`config.mk`:
```
export PLATFORM = sky130hd
export DESIGN_NAME = vpwl_core
export DESIGN_NICKNAME = d
export VERILOG_FILES = /design/src/vpwl_sync.v /design/src/vpwl_width.v /design/src/vpwl_core.v
export VERILOG_INCLUDE_DIRS = /design/src /design/src/src
export SDC_FILE = /design/constraint.sdc
export NUM_CORES = 1
export LEC_CHECK = 0
export ABC_AREA = 1
export ABC_CLOCK_PERIOD_IN_PS = 2400
export BUFFER_PORTS_ARGS = -buffer_cell sky130_fd_sc_hd__buf_2
export CAP_MARGIN = 20
export CORE_ASPECT_RATIO = 0.8
export CORE_MARGIN = 4
export CORE_UTILIZATION = 52
export CTS_BUF_LIST = sky130_fd_sc_hd__clkbuf_8 sky130_fd_sc_hd__clkbuf_16
export DETAILED_ROUTE_END_ITERATION = 10
export PLACE_DENSITY = 0.78
export SLEW_MARGIN = 5
export SYNTH_ARGS = -nofsm -noshare
export SYNTH_HDL_FRONTEND = slang
export SYNTH_SLANG_ARGS = --single-unit
```
`constraint.sdc`:
```
create_clock -name hclk -period 2.4 [get_ports hclk]
set_clock_uncertainty 0.2 [all_clocks]
set_input_delay 0.72 -clock hclk [delete_from_list [all_inputs] [get_ports hclk]]
set_output_delay 0.72 -clock hclk [all_outputs]
set_load 0.01 [all_outputs]
```
`src/vpwl_regs.vh`:
```
// Register map, field positions, symbol codes and timing constants of the VPW link
`ifndef VPWL_REGS_VH
`define VPWL_REGS_VH

// Register byte offsets
`define VPWL_OFF_CTRL1 8'h00
`define VPWL_OFF_CTRL2 8'h04
`define VPWL_OFF_STATE 8'h08
`define VPWL_OFF_DATA 8'h0C

// control_register_one fields
`define VPWL_C1_IE 0
// control_register_two fields
`define VPWL_C2_LOOP 0
`define VPWL_C2_FOURFOLD_RATE_RECEIVE_ENABLE 1
// state_vector_register fields
`define VPWL_SV_RXFULL 0
`define VPWL_SV_TXEMPTY 1
`define VPWL_SV_EOF 2
`define VPWL_SV_INVALID 3
`define VPWL_SV_LOST 4
`define VPWL_SV_IDLE 5
`define VPWL_SV_BUSY 6

// Received symbol codes
`define VPWL_SYM_INV 4'h0
`define VPWL_SYM_BIT0 4'h1
`define VPWL_SYM_BIT1 4'h2
`define VPWL_SYM_EOD 4'h3
`define VPWL_SYM_EOF 4'h4
`define VPWL_SYM_EOFIFS 4'h5
`define VPWL_SYM_IDLE 4'h6
`define VPWL_SYM_SOF 4'h7
`define VPWL_SYM_BRK 4'h8

// Timing: clock period in ns, times in us, join window and arbitration filter in cycles
`define VPWL_CLK_NS 40
`define VPWL_CNT_W 14
`define VPWL_LIM_A_US 34
`define VPWL_LIM_B_US 96
`define VPWL_LIM_C_US 163
`define VPWL_LIM_D_US 239
`define VPWL_LIM_EOF_US 280
`define VPWL_LIM_IFS_US 300
`define VPWL_T64_US 64
`define VPWL_T128_US 128
`define VPWL_T200_US 200
`define VPWL_US2CYC(us) (((us) * 1000 + `VPWL_CLK_NS - 1) / `VPWL_CLK_NS)
// A time in us expressed in cycles of a short bit that lasts t64 cycles
`define VPWL_T64_SCALE(t64, us) (((t64) * (us)) / `VPWL_T64_US)
`define VPWL_JOIN_CYC 7'h68
`define VPWL_ARB_FILT 5'h10

`endif

```
`src/vpwl_sync.v`:
```
// Two-flop synchroniser for the bus receive pin
`timescale 1ns/1ps
module vpwl_sync (
    // Clock and reset
    input wire hclk,
    input wire hresetn,
    // Asynchronous in, synchronous out
    input wire din,
    output reg dout
);
    reg meta_q;

    always @(posedge hclk or negedge hresetn) begin
        if (!hresetn) begin
            meta_q <= 1'b0;
            dout <= 1'b0;
        end else begin
            meta_q <= din;
            dout <= meta_q;
        end
    end
endmodule

```
`src/vpwl_width.v`:
```
// Pulse width measurement and symbol classification of the received line
`timescale 1ns/1ps
`include "vpwl_regs.vh"
module vpwl_width #(
    parameter W = 14,
    parameter [W-1:0] LA = 0,
    parameter [W-1:0] LB = 0,
    parameter [W-1:0] LC = 0,
    parameter [W-1:0] LD = 0,
    parameter [W-1:0] LEOF = 0,
    parameter [W-1:0] LIFS = 0
) (
    // Clock and reset
    input wire hclk,
    input wire hresetn,
    // Line level (1 = active) and fourfold rate select
    input wire rx,
    input wire quad,
    // Classified results
    output reg sym_stb,
    output reg [3:0] sym_code,
    output reg rise_stb,
    output reg eof_stb,
    output reg brk_stb,
    output wire idle
);
    reg rx_q;
    reg [W-1:0] cnt_q;
    reg [3:0] code;
    wire edge_w = rx ^ rx_q;

    // Fourfold rate shrinks every limit by four
    function [W-1:0] lim;
        input [W-1:0] v;
        input q;
        begin
            lim = q ? {2'b00, v[W-1:2]} : v;
        end
    endfunction

    // Contiguous windows: each maximum is the next minimum
    always @* begin
        code = `VPWL_SYM_INV;
        if (!rx_q) begin
            if (cnt_q < lim(LA, quad)) code = `VPWL_SYM_INV;
            else if (cnt_q < lim(LB, quad)) code = `VPWL_SYM_BIT0;
            else if (cnt_q < lim(LC, quad)) code = `VPWL_SYM_BIT1;
            else if (cnt_q < lim(LD, quad)) code = `VPWL_SYM_EOD;
            else if (cnt_q < lim(LEOF, quad)) code = `VPWL_SYM_EOF;
            else if (cnt_q < lim(LIFS, quad)) code = `VPWL_SYM_EOFIFS;
            else code = `VPWL_SYM_IDLE;
        end else begin
            if (cnt_q < lim(LA, quad)) code = `VPWL_SYM_INV;
            else if (cnt_q < lim(LB, quad)) code = `VPWL_SYM_BIT1;
            else if (cnt_q < lim(LC, quad)) code = `VPWL_SYM_BIT0;
            else if (cnt_q < lim(LD, quad)) code = `VPWL_SYM_SOF;
            else code = `VPWL_SYM_BRK;
        end
    end

    always @(posedge hclk or negedge hresetn) begin
        if (!hresetn) begin
            rx_q <= 1'b0;
            cnt_q <= {W{1'b0}};
            sym_stb <= 1'b0;
            sym_code <= `VPWL_SYM_INV;
            rise_stb <= 1'b0;
            eof_stb <= 1'b0;
            brk_stb <= 1'b0;
        end else begin
            rx_q <= rx;
            sym_stb <= edge_w;
            rise_stb <= edge_w & rx;
            if (edge_w) begin
                sym_code <= code;
                cnt_q <= {W{1'b0}};
            end else if (cnt_q != {W{1'b1}}) begin
                cnt_q <= cnt_q + 1'b1;
            end
            eof_stb <= !rx_q && !edge_w && (cnt_q == lim(LEOF, quad));
            brk_stb <= rx_q && !edge_w && (cnt_q == lim(LD, quad));
        end
    end

    assign idle = !rx_q && (cnt_q >= lim(LIFS, quad));
endmodule

```
`src/vpwl_core.v`:
```
// VPW link controller: AHB-Lite registers, receive framing, transmit and arbitration
//
// Our own choices: the AHB-Lite register port and the register addresses.
`timescale 1ns/1ps
`include "vpwl_regs.vh"
module vpwl_core #(
    // Every limit and time but the join window and arbitration filter scales from the short bit, so one override retimes the link
    parameter [13:0] P_T64 = `VPWL_US2CYC(`VPWL_T64_US),
    parameter [13:0] P_LIM_A = `VPWL_T64_SCALE(P_T64, `VPWL_LIM_A_US),
    parameter [13:0] P_LIM_B = `VPWL_T64_SCALE(P_T64, `VPWL_LIM_B_US),
    parameter [13:0] P_LIM_C = `VPWL_T64_SCALE(P_T64, `VPWL_LIM_C_US),
    parameter [13:0] P_LIM_D = `VPWL_T64_SCALE(P_T64, `VPWL_LIM_D_US),
    parameter [13:0] P_LIM_EOF = `VPWL_T64_SCALE(P_T64, `VPWL_LIM_EOF_US),
    parameter [13:0] P_LIM_IFS = `VPWL_T64_SCALE(P_T64, `VPWL_LIM_IFS_US),
    parameter [13:0] P_T128 = `VPWL_T64_SCALE(P_T64, `VPWL_T128_US),
    parameter [13:0] P_T200 = `VPWL_T64_SCALE(P_T64, `VPWL_T200_US)
) (
    // Clock and reset
    input wire hclk,
    input wire hresetn,
    // AHB-Lite slave
    input wire hsel,
    input wire [31:0] haddr,
    input wire [1:0] htrans,
    input wire hwrite,
    input wire [2:0] hsize,
    input wire [31:0] hwdata,
    input wire hready,
    output reg hreadyout,
    output reg hresp,
    output reg [31:0] hrdata,
    // Bus pins (1 = active level)
    input wire bus_receive_input,
    output reg bus_transmit_output,
    // Interrupt request
    output reg irq
);
    localparam W = `VPWL_CNT_W;
    localparam [2:0] S_IDLE = 3'h0;
    localparam [2:0] S_WAIT = 3'h1;
    localparam [2:0] S_SOF = 3'h2;
    localparam [2:0] S_BIT = 3'h3;
    localparam [2:0] S_EDGE = 3'h4;
    localparam [2:0] S_XWAIT = 3'h5;
    localparam [6:0] JOIN_MAX = `VPWL_JOIN_CYC;

    // Registers
    reg ie_q, loop_q, quad_q;
    reg receive_full_flag_q, eof_q, inv_q, lost_q, transmit_empty_flag_q;
    reg [7:0] rsh_q, rsr_q, tsh_q, tshd_q;
    reg [2:0] rbit_q, bidx_q, st_q;
    reg ron_q, wr_q, drv_d1_q, drv_d2_q, lvl_q, first_q, eof_arm_q;
    reg [7:0] wad_q;
    reg [1:0] xtra_q;
    reg [W-1:0] tmr_q;
    reg [6:0] rise_age_q;
    reg [4:0] mm_q;
    reg [31:0] rd_d;

    wire rx_pin;
    wire sym_stb, rise_stb, eof_stb, brk_stb, bus_idle;
    wire [3:0] sym_code;

    vpwl_sync u_sync (
        .hclk(hclk),
        .hresetn(hresetn),
        .din(bus_receive_input),
        .dout(rx_pin)
    );

    // Receiver input source
    wire rx = loop_q ? bus_transmit_output : rx_pin;

    vpwl_width #(
        .W(W),
        .LA(P_LIM_A),
        .LB(P_LIM_B),
        .LC(P_LIM_C),
        .LD(P_LIM_D),
        .LEOF(P_LIM_EOF),
        .LIFS(P_LIM_IFS)
    ) u_width (
        .hclk(hclk),
        .hresetn(hresetn),
        .rx(rx),
        .quad(quad_q),
        .sym_stb(sym_stb),
        .sym_code(sym_code),
        .rise_stb(rise_stb),
        .eof_stb(eof_stb),
        .brk_stb(brk_stb),
        .idle(bus_idle)
    );

    // Bus access decode
    wire acc = hsel && htrans[1] && hready;
    wire rd_acc = acc && !hwrite;
    wire rd_data = rd_acc && (haddr[7:0] == `VPWL_OFF_DATA);
    wire rd_state = rd_acc && (haddr[7:0] == `VPWL_OFF_STATE);
    wire wr_c1 = wr_q && (wad_q == `VPWL_OFF_CTRL1);
    wire wr_c2 = wr_q && (wad_q == `VPWL_OFF_CTRL2);
    wire wr_data = wr_q && (wad_q == `VPWL_OFF_DATA);
    wire busy = (st_q != S_IDLE) && (st_q != S_WAIT);

    always @* begin
        rd_d = 32'h00000000;
        case (haddr[7:0])
            `VPWL_OFF_CTRL1: rd_d[`VPWL_C1_IE] = ie_q;
            `VPWL_OFF_CTRL2: begin
                rd_d[`VPWL_C2_LOOP] = loop_q;
                rd_d[`VPWL_C2_FOURFOLD_RATE_RECEIVE_ENABLE] = quad_q;
            end
            `VPWL_OFF_STATE: begin
                rd_d[`VPWL_SV_RXFULL] = receive_full_flag_q;
                rd_d[`VPWL_SV_TXEMPTY] = transmit_empty_flag_q;
                rd_d[`VPWL_SV_EOF] = eof_q;
                rd_d[`VPWL_SV_INVALID] = inv_q;
                rd_d[`VPWL_SV_LOST] = lost_q;
                rd_d[`VPWL_SV_IDLE] = bus_idle;
                rd_d[`VPWL_SV_BUSY] = busy;
            end
            `VPWL_OFF_DATA: rd_d[7:0] = rsh_q;
            default: rd_d = 32'h00000000;
        endcase
    end

    // Zero-wait slave, always OKAY
    always @(posedge hclk or negedge hresetn) begin
        if (!hresetn) begin
            hreadyout <= 1'b0;
            hresp <= 1'b0;
            hrdata <= 32'h00000000;
            wr_q <= 1'b0;
            wad_q <= 8'h00;
            ie_q <= 1'b0;
            loop_q <= 1'b0;
            irq <= 1'b0;
        end else begin
            hreadyout <= 1'b1;
            hresp <= 1'b0;
            wr_q <= acc && hwrite;
            if (acc) begin
                wad_q <= haddr[7:0];
                hrdata <= hwrite ? 32'h00000000 : rd_d;
            end
            if (wr_c1) ie_q <= hwdata[`VPWL_C1_IE];
            if (wr_c2) loop_q <= hwdata[`VPWL_C2_LOOP];
            irq <= ie_q && (receive_full_flag_q || eof_q || inv_q);
        end
    end

    // Receive framing, holding stage and receive flags
    always @(posedge hclk or negedge hresetn) begin
        if (!hresetn) begin
            ron_q <= 1'b0;
            rbit_q <= 3'h0;
            rsr_q <= 8'h00;
            rsh_q <= 8'h00;
            receive_full_flag_q <= 1'b0;
            eof_q <= 1'b0;
            inv_q <= 1'b0;
            quad_q <= 1'b0;
            eof_arm_q <= 1'b0;
        end else begin
            // Clears first so a same-cycle event wins
            if (rd_data) receive_full_flag_q <= 1'b0;
            if (rd_state) begin
                eof_q <= 1'b0;
                inv_q <= 1'b0;
            end
            if (wr_c2) quad_q <= hwdata[`VPWL_C2_FOURFOLD_RATE_RECEIVE_ENABLE];
            if (eof_stb) eof_q <= 1'b1;
            if (sym_stb) begin
                eof_arm_q <= (sym_code == `VPWL_SYM_EOF) || (sym_code == `VPWL_SYM_EOFIFS)
                    || (sym_code == `VPWL_SYM_IDLE);
                case (sym_code)
                    `VPWL_SYM_SOF: begin
                        ron_q <= 1'b1;
                        rbit_q <= 3'h0;
                    end
                    `VPWL_SYM_BIT0, `VPWL_SYM_BIT1: begin
                        if (ron_q) begin
                            rsr_q <= {rsr_q[6:0], sym_code == `VPWL_SYM_BIT1};
                            rbit_q <= rbit_q + 3'h1;
                            if (rbit_q == 3'h7) begin
                                rsh_q <= {rsr_q[6:0], sym_code == `VPWL_SYM_BIT1};
                                receive_full_flag_q <= 1'b1;
                            end
                        end
                    end
                    `VPWL_SYM_INV: begin
                        // Short pulses, including unwanted fourfold rate, are noise
                        if (ron_q) inv_q <= 1'b1;
                        ron_q <= 1'b0;
                    end
                    `VPWL_SYM_EOD, `VPWL_SYM_EOF, `VPWL_SYM_EOFIFS, `VPWL_SYM_IDLE: begin
                        if (ron_q && rbit_q != 3'h0) inv_q <= 1'b1;
                        ron_q <= 1'b0;
                    end
                    default: ron_q <= ron_q;
                endcase
            end
            if (brk_stb) begin
                inv_q <= 1'b1;
                ron_q <= 1'b0;
                quad_q <= 1'b0;
            end
        end
    end

    // Age of the last rising edge, for joining a start of frame
    always @(posedge hclk or negedge hresetn) begin
        if (!hresetn) begin
            rise_age_q <= 7'h7F;
            drv_d1_q <= 1'b0;
            drv_d2_q <= 1'b0;
            mm_q <= 5'h00;
        end else begin
            if (rise_stb) rise_age_q <= 7'h00;
            else if (rise_age_q != 7'h7F) rise_age_q <= rise_age_q + 7'h01;
            // Own drive delayed to match the receive path
            drv_d1_q <= bus_transmit_output;
            drv_d2_q <= drv_d1_q;
            if (!busy || (rx == drv_d2_q)) mm_q <= 5'h00;
            else if (mm_q != `VPWL_ARB_FILT) mm_q <= mm_q + 5'h01;
        end
    end

    wire lose = busy && (mm_q == `VPWL_ARB_FILT);
    wire join_ok = eof_arm_q && rx && (rise_age_q <= JOIN_MAX);
    wire bval = (xtra_q != 2'h0) ? 1'b1 : tsh_q[7];
    // Short form: passive 0 and active 1
    wire [W-1:0] btime = (lvl_q ^ bval) ? P_T128 : P_T64;
    wire tdone = (tmr_q + 1'b1) >= btime;

    // Transmit sequencer
    always @(posedge hclk or negedge hresetn) begin
        if (!hresetn) begin
            st_q <= S_IDLE;
            bus_transmit_output <= 1'b0;
            tmr_q <= {W{1'b0}};
            bidx_q <= 3'h0;
            tsh_q <= 8'h00;
            tshd_q <= 8'h00;
            transmit_empty_flag_q <= 1'b1;
            lost_q <= 1'b0;
            first_q <= 1'b0;
            xtra_q <= 2'h0;
            lvl_q <= 1'b0;
        end else begin
            if (rd_state) lost_q <= 1'b0;
            if (wr_data) begin
                if (st_q == S_IDLE) begin
                    tsh_q <= hwdata[7:0];
                    st_q <= S_WAIT;
                end else begin
                    tshd_q <= hwdata[7:0];
                    transmit_empty_flag_q <= 1'b0;
                end
            end
            tmr_q <= tmr_q + 1'b1;
            case (st_q)
                S_IDLE: bus_transmit_output <= 1'b0;
                S_WAIT: begin
                    if (join_ok) begin
                        bus_transmit_output <= 1'b1;
                        tmr_q <= {{(W-7){1'b0}}, rise_age_q};
                        first_q <= 1'b1;
                        xtra_q <= 2'h0;
                        st_q <= S_SOF;
                    end else if (bus_idle) begin
                        bus_transmit_output <= 1'b1;
                        tmr_q <= {W{1'b0}};
                        first_q <= 1'b1;
                        xtra_q <= 2'h0;
                        st_q <= S_SOF;
                    end
                end
                S_SOF: begin
                    if (tmr_q + 1'b1 >= P_T200) begin
                        bus_transmit_output <= 1'b0;
                        st_q <= S_EDGE;
                    end
                end
                S_BIT: begin
                    if (tdone) begin
                        bus_transmit_output <= ~bus_transmit_output;
                        st_q <= S_EDGE;
                    end
                end
                S_EDGE: begin
                    if (rx == bus_transmit_output) begin
                        tmr_q <= {W{1'b0}};
                        lvl_q <= bus_transmit_output;
                        st_q <= S_BIT;
                        if (first_q) begin
                            first_q <= 1'b0;
                            bidx_q <= 3'h0;
                        end else if (xtra_q != 2'h0) begin
                            xtra_q <= xtra_q - 2'h1;
                            if (xtra_q == 2'h1) st_q <= S_IDLE;
                        end else if (bidx_q == 3'h7) begin
                            bidx_q <= 3'h0;
                            if (!transmit_empty_flag_q) begin
                                tsh_q <= tshd_q;
                                transmit_empty_flag_q <= 1'b1;
                            end else if (wr_data) begin
                                tsh_q <= hwdata[7:0];
                                transmit_empty_flag_q <= 1'b1;
                            end else begin
                                // Line stays passive: end of data
                                st_q <= S_IDLE;
                            end
                        end else begin
                            bidx_q <= bidx_q + 3'h1;
                            tsh_q <= {tsh_q[6:0], 1'b0};
                        end
                    end
                end
                S_XWAIT: begin
                    // Next bit starts on the winner's edge
                    if (rx != lvl_q) begin
                        lvl_q <= rx;
                        bus_transmit_output <= rx;
                        tmr_q <= {W{1'b0}};
                        st_q <= S_BIT;
                    end
                end
                default: st_q <= S_IDLE;
            endcase
            if (lose) begin
                bus_transmit_output <= 1'b0;
                lost_q <= 1'b1;
                if (xtra_q == 2'h0 && !first_q && bidx_q == 3'h7 && st_q == S_BIT) begin
                    xtra_q <= 2'h2;
                    st_q <= S_XWAIT;
                end else begin
                    xtra_q <= 2'h0;
                    st_q <= S_IDLE;
                end
            end
            if (brk_stb && busy) begin
                bus_transmit_output <= 1'b0;
                st_q <= S_IDLE;
            end
        end
    end
endmodule

```
After elaboration in Yosys (flattened, before gate mapping)

Cells that the tools add are included.
Widths: inputs -> output; s select.

Logic and storage cells: 289
Flip-flop bits (word level): 151
Output and inout port bits: 36

Mux-type cells: 116
Magnitude comparators: 10
Reduce and logical (&&, ||, !) cells: 68
Bitwise logic cells: 5
Add/subtract/negate cells: 7
Equality and inequality tests: 43

Operators with widths:

| cell                  | count |
|---|---|
| $mux 14               | 6 |
| $mux 8                | 10 |
| $lt 14x14->1          | 4 |
| $mux 3                | 17 |
| $pmux 14 s3           | 1 |
| $mux 4                | 10 |
| $mux 13               | 3 |
| $mux 1                | 38 |
| $mux 12               | 3 |
| $add 14x1->14 const B | 2 |
| $eq 14x14->1          | 2 |
| $lt 14x13->1          | 2 |
| $eq 8x4->1 const B    | 3 |
| $logic_and 1x1->1     | 24 |
| $mux 2                | 12 |
| $reduce_bool 2->1     | 11 |
| $pmux 3 s6            | 1 |
| $eq 4x3->1 const B    | 4 |
| $eq 8x3->1 const B    | 2 |
| $logic_not 8->1       | 2 |
| $reduce_and 3->1      | 5 |
| $ge 14x12->1          | 1 |
| $ge 14x13->1          | 1 |
| $ge 14x13->1 const B  | 1 |
| other kinds (48)      | 84 |

Longest topological paths before layout

Depth after elaboration: 11
Gate-level depth with buffers: 18
Gate-level depth less buffers: 17

Hierarchy

A second synthesis with hierarchy kept.

Cell total of the unflattened synthesis: 1010
Area total of the unflattened synthesis: 7699.9 um2

Modules (own cells, without submodules):

| module     | area an instance (um2) | times used | sequential area each (um2) | cells an instance |
|---|---|---|---|---|
| vpwl_core  | 5577.8                 | 1          | 2562.5                     | 690 |
| vpwl_width | 2072.0                 | 1          | 575.6                      | 318 |
| vpwl_sync  | 50.0                   | 1          | 50.0                       | 2 |

Worst setup path after synthesis

OpenSTA, ideal clock, no wires.

Path kind: reg2reg
From: register quad_q
To: register tmr_q[0]
Slack: -0.010 ns
Cell stages (with the launch flop): 13
Required time: 2.118 ns
Path buffers: 1
Arrival time: 2.128 ns
Clock period less this slack: 2.410 ns
Path through: dfrtp_1 inv_1 ha_1 nand2_1 o21bai_1 a21oi_1 nand3_1 nand2_2 nand3_2 nand2_2 inv_1 buf_4 o22ai_1

Longest elaborated chain between the ends: 6

Ends and longest elaborated chain:

| what                   | RTL line        | text |
|---|---|---|
| from (decl)            | vpwl_core.v:48  | `reg ie_q, loop_q, quad_q;` |
| from (signal assigned) | vpwl_core.v:171 | `` if (wr_c2) quad_q <= hwdata[`VPWL_C2_FOURFOLD_RATE_RECEIVE_ENABLE]; `` |
| $mux 13                | vpwl_width.v:37 | `lim = q ? {2'b00, v[W-1:2]} : v;` |
| $ge 14x13->1           | vpwl_width.v:85 | `assign idle = !rx_q && (cnt_q >= lim(LIFS, quad));` |
| $logic_and 1x1->1      | vpwl_width.v:85 |  |
| $mux 14                | vpwl_core.v:271 | `end else if (bus_idle) begin` |
| $mux 14                | vpwl_core.v:265 | `if (join_ok) begin` |
| $pmux 14 s3            | vpwl_core.v:262 | `case (st_q)` |
| to (signal assigned)   | vpwl_core.v:261 | `tmr_q <= tmr_q + 1'b1;` |
| to (signal assigned)   | vpwl_core.v:267 | `tmr_q <= {{(W-7){1'b0}}, rise_age_q};` |
| to (signal assigned)   | vpwl_core.v:273 | `tmr_q <= {W{1'b0}};` |
| to (decl)              | vpwl_core.v:55  | `reg [W-1:0] tmr_q;` |

Every way passes these cells.
A chain may end at the register's enable or synchronous reset.

Final worst setup path

From: register quad_q
To: register st_q[1]

Longest elaborated chain between the ends: 8

Ends and longest elaborated chain:

| what                 | RTL line        | text |
|---|---|---|
| $mux 13              | vpwl_width.v:37 |  |
| $ge 14x13->1         | vpwl_width.v:85 |  |
| $logic_and 1x1->1    | vpwl_width.v:85 |  |
| $mux 3               | vpwl_core.v:271 |  |
| $mux 3               | vpwl_core.v:265 |  |
| $pmux 3 s6           | vpwl_core.v:262 |  |
| $mux 3               | vpwl_core.v:331 | `if (lose) begin` |
| $mux 3               | vpwl_core.v:342 | `if (brk_stb && busy) begin` |
| to (signal assigned) | vpwl_core.v:270 | `st_q <= S_SOF;` |
| to (signal assigned) | vpwl_core.v:336 | `st_q <= S_XWAIT;` |
| to (signal assigned) | vpwl_core.v:344 | `st_q <= S_IDLE;` |
| to (decl)            | vpwl_core.v:51  | `reg [2:0] rbit_q, bidx_q, st_q;` |

Every way passes these cells.

==> metrics <==
Core Box Area 14300 um^2; maximum capacitance violations 0; Post-DRT Antenna Nets 0; DRC 0; PortBufs 33; clock latency on the worst-skew pair 0.42 ns; global-route wire length before repair 29800 um; Crit. End Element flop; Worst path max stage delay 0.42 ns; Post-synth EDFFs 0; Mapped Cells 963; drt initial violations 478; final wirelength 18800 um; post-DR vias/cell 5.41; critical path data required time 2.50 ns; fillers 1098; # hold bufs at CTS 0; CP dominant cell by count nand2_2; clk sinks 127; Die Area 16600 um^2; RSZ-0062 raised after global routing yes; routed vias 6904; post-placement cell count 1227; layout cells sized above 1 25.5%; initial antenna violation count 1; layout net count 1194; Cell Count, Final, Fillers Out 1277; synthesized flop and latch total 127; crit path time final 2.40 ns; outcome completed; Post-Syn Area 7610 um^2; Arr. time, crit path 2.50 ns; Main synth FF type dfrtp_1; FMAX 417 MHz; RR Endpoint st_q[1]; R2R Setup Slk 0.00004 ns; H-tree depth 4; R2R cell count 17; Avg Synthesized Cell Area 7.90 um^2; Synth top area share 39.1%; largest net degree at the start of global routing 37; CP max-delay cell dfrtp_2; Reg clk slew, reported paths 0.06 ns; Async SR Flop Fraction 100%; number of library cell types mapped by synthesis 49; CP cell instances clkinvlp_4 -> buf_12 -> ha_4 -> inv_2 -> nand2_2 -> nor2_4 -> nand2_2 -> nand3_2 -> nand2_2 -> nand3_2 -> nand2_4 -> buf_6 -> a21oi_2 -> inv_1 -> nand3_1 -> o21ai_1 -> inv_1; design area 9600 um^2; Bufs on Longest Clock Path 2; Peak VDD IR 0.691 mV; Ports 111; Final Hold Viols 0; fin crit share 100%; DRT Pass-1 Iters 5; pwr dens 799 nW/um^2; sequential element share of the synthesized area 41.9%; synth warn 0; area delta synth->final 26.1%; Die X 143 um; TNS Setup 0 ns; Placed Area 8360 um^2; Post-synth top cells 195 x nand2_1, 141 x inv_1, 119 x dfrtp_1; CTS tree built; Leakage 4.72 nW; CTS buffer count 17; Starting Density 53.2%; gr usage total 22.2%; Crit Reg-Reg Startpoint quad_q; vias in the first global route 6488; CP max FO 6; Root Buffer clkbuf_16; GRT Residual Overflow 0; critical path type reg2reg; Synth area leader dfrtp_1; dpl hpwl 13300 um; worst slew pin tran 0.574 ns; worst hold path class in2async; Routed wire per std cell 14.7 um; site row count 39; Routability Congestion 0.899; top post-synthesis cells by area dfrtp_1 39%, nand2_1 9.6%, inv_1 7.0%, ha_1 6.6%, o21ai_0 5.3%; Slew Limit Headroom 61.2%; Hold WS 0.0636 ns; number of setup violations in the final report 0; top-count cell post-synth nand2_1; chip height 116 um; Slew Viols, Final 0; CP Launch Type flop
## layout by cell type (no fill, tap or decap), types with 6 or more instances in the layout
cell type,instances
dfrtp_1,116
o21ai_1,9
buf_6,9
o21ai_0,75
nand3_1,39
buf_4,66
nand3_2,11
ha_1,27
o21bai_1,6
dfstp_2,8
nor2_2,8
inv_2,13
nand4_1,18
inv_1,131
buf_2,32
nor2_1,82
ha_4,13
nand2_2,21
clkbuf_16,17
o211ai_1,10
nor3_1,14
conb_1,26
mux2_2,8
nand2_1,182
nor2_4,9
a31oi_1,10
a21oi_1,35
## critical path, delay by kind of cell, from the launching register on
| kind | cells | cell delay, ns |
|---|---|---|
| DFF | 1 | 0.42 |
| AOI/OAI and AO/OA | 2 | 0.20 |
| and+or+nand+nor | 8 | 0.62 |
| buffers and inverters | 6 | 0.57 |
| adders and majority gates | 1 | 0.27 |
## repair_timing
| action | CTS | global route |
|---|---|---|
| setup endpoints to repair | 14 | 27 |
| setup buffers | 5 | 12 |
| gates resized for setup | 24 | 77 |
| pin swaps | 11 | 45 |
## layer usage
metal  global-route usage, %  share of wire, %  up-vias
met1                    31.6                46     3251
met5                       0                 0        -
met3                    5.28               7.4       29
met2                    33.9                45      263
met4                    7.28               1.8        0
li1                        -                 -     3361
## logic make-up (layout without fill, tap and decap cells)
logic type / count (synthesis) / count (layout) / share of synthesized area [%]
compound gates: 180 / 180 / 13.7
buf+inv: 184 / 289 / 10.5
simple gates: 416 / 416 / 25.4
mux: 8 / 8 / 1.18
flops: 127 / 127 / 41.9
other cells: 2 / 27 / 0.0987
fa+ha+maj: 40 / 40 / 6.58
xor+xnor: 6 / 6 / 0.691
## sequential cells by signal (all words and copies together), names as in the netlist, 7 cells and up
name,cells
hrdata,8
rise_age_q,7
rsh_q,8
rsr_q,7
tmr_q,14
tsh_q,8
tshd_q,8
u_width.cnt_q,14
wad_q,8
## report_power, final
part | switching [mW] | internal (mW) | total, mW
Sequential | 0.210 | 2.43 | 2.64
Combinational | 1.32 | 0.938 | 2.26
Clock | 0.972 | 1.80 | 2.77
Total | 2.50 | 5.16 | 7.66
## layout make-up
| class | count | area [um^2] | share of cell area [%] |
|---|---|---|---|
| multi-input cells | 676 | 4120 | 43.0 |
| flip-flops and latches | 127 | 3190 | 33.3 |
| repair buffers | 112 | 857 | 8.93 |
| inverters | 145 | 553 | 5.76 |
| clock buffers | 19 | 453 | 4.72 |
| well taps | 184 | 230 | 2.40 |
| clock inverters | 13 | 186 | 1.94 |
| diodes | 1 | 2.50 | 0.0261 |
## metrics by stage
step	setup WS (ns)	util, %	power [mW]
6_report	0.0000433	67.1	7.66
3_5_place_dp	-0.0645	58.5	4.50
5_1_grt	-0.127	67.1	8.08
4_1_cts	-0.00547	64.1	7.40
2_1_floorplan	0.129	-	3.80
3_3_place_gp	-0.0281	58.5	4.46
## worst max-delay path by stage
stage,from,endpoint,slack (ns),cells past startpoint
global route,tmr_q[0],st_q[2],-0.13,17
floorplan,quad_q,tmr_q[0],0.13,12
detailed placement,quad_q,xtra_q[0],-0.06,15
finish,quad_q,st_q[1],0.00004,17
global placement,quad_q,xtra_q[0],-0.03,15
CTS,quad_q,tmr_q[2],-0.005,15
No activity file was read; power rests on OpenSTA's default activity.
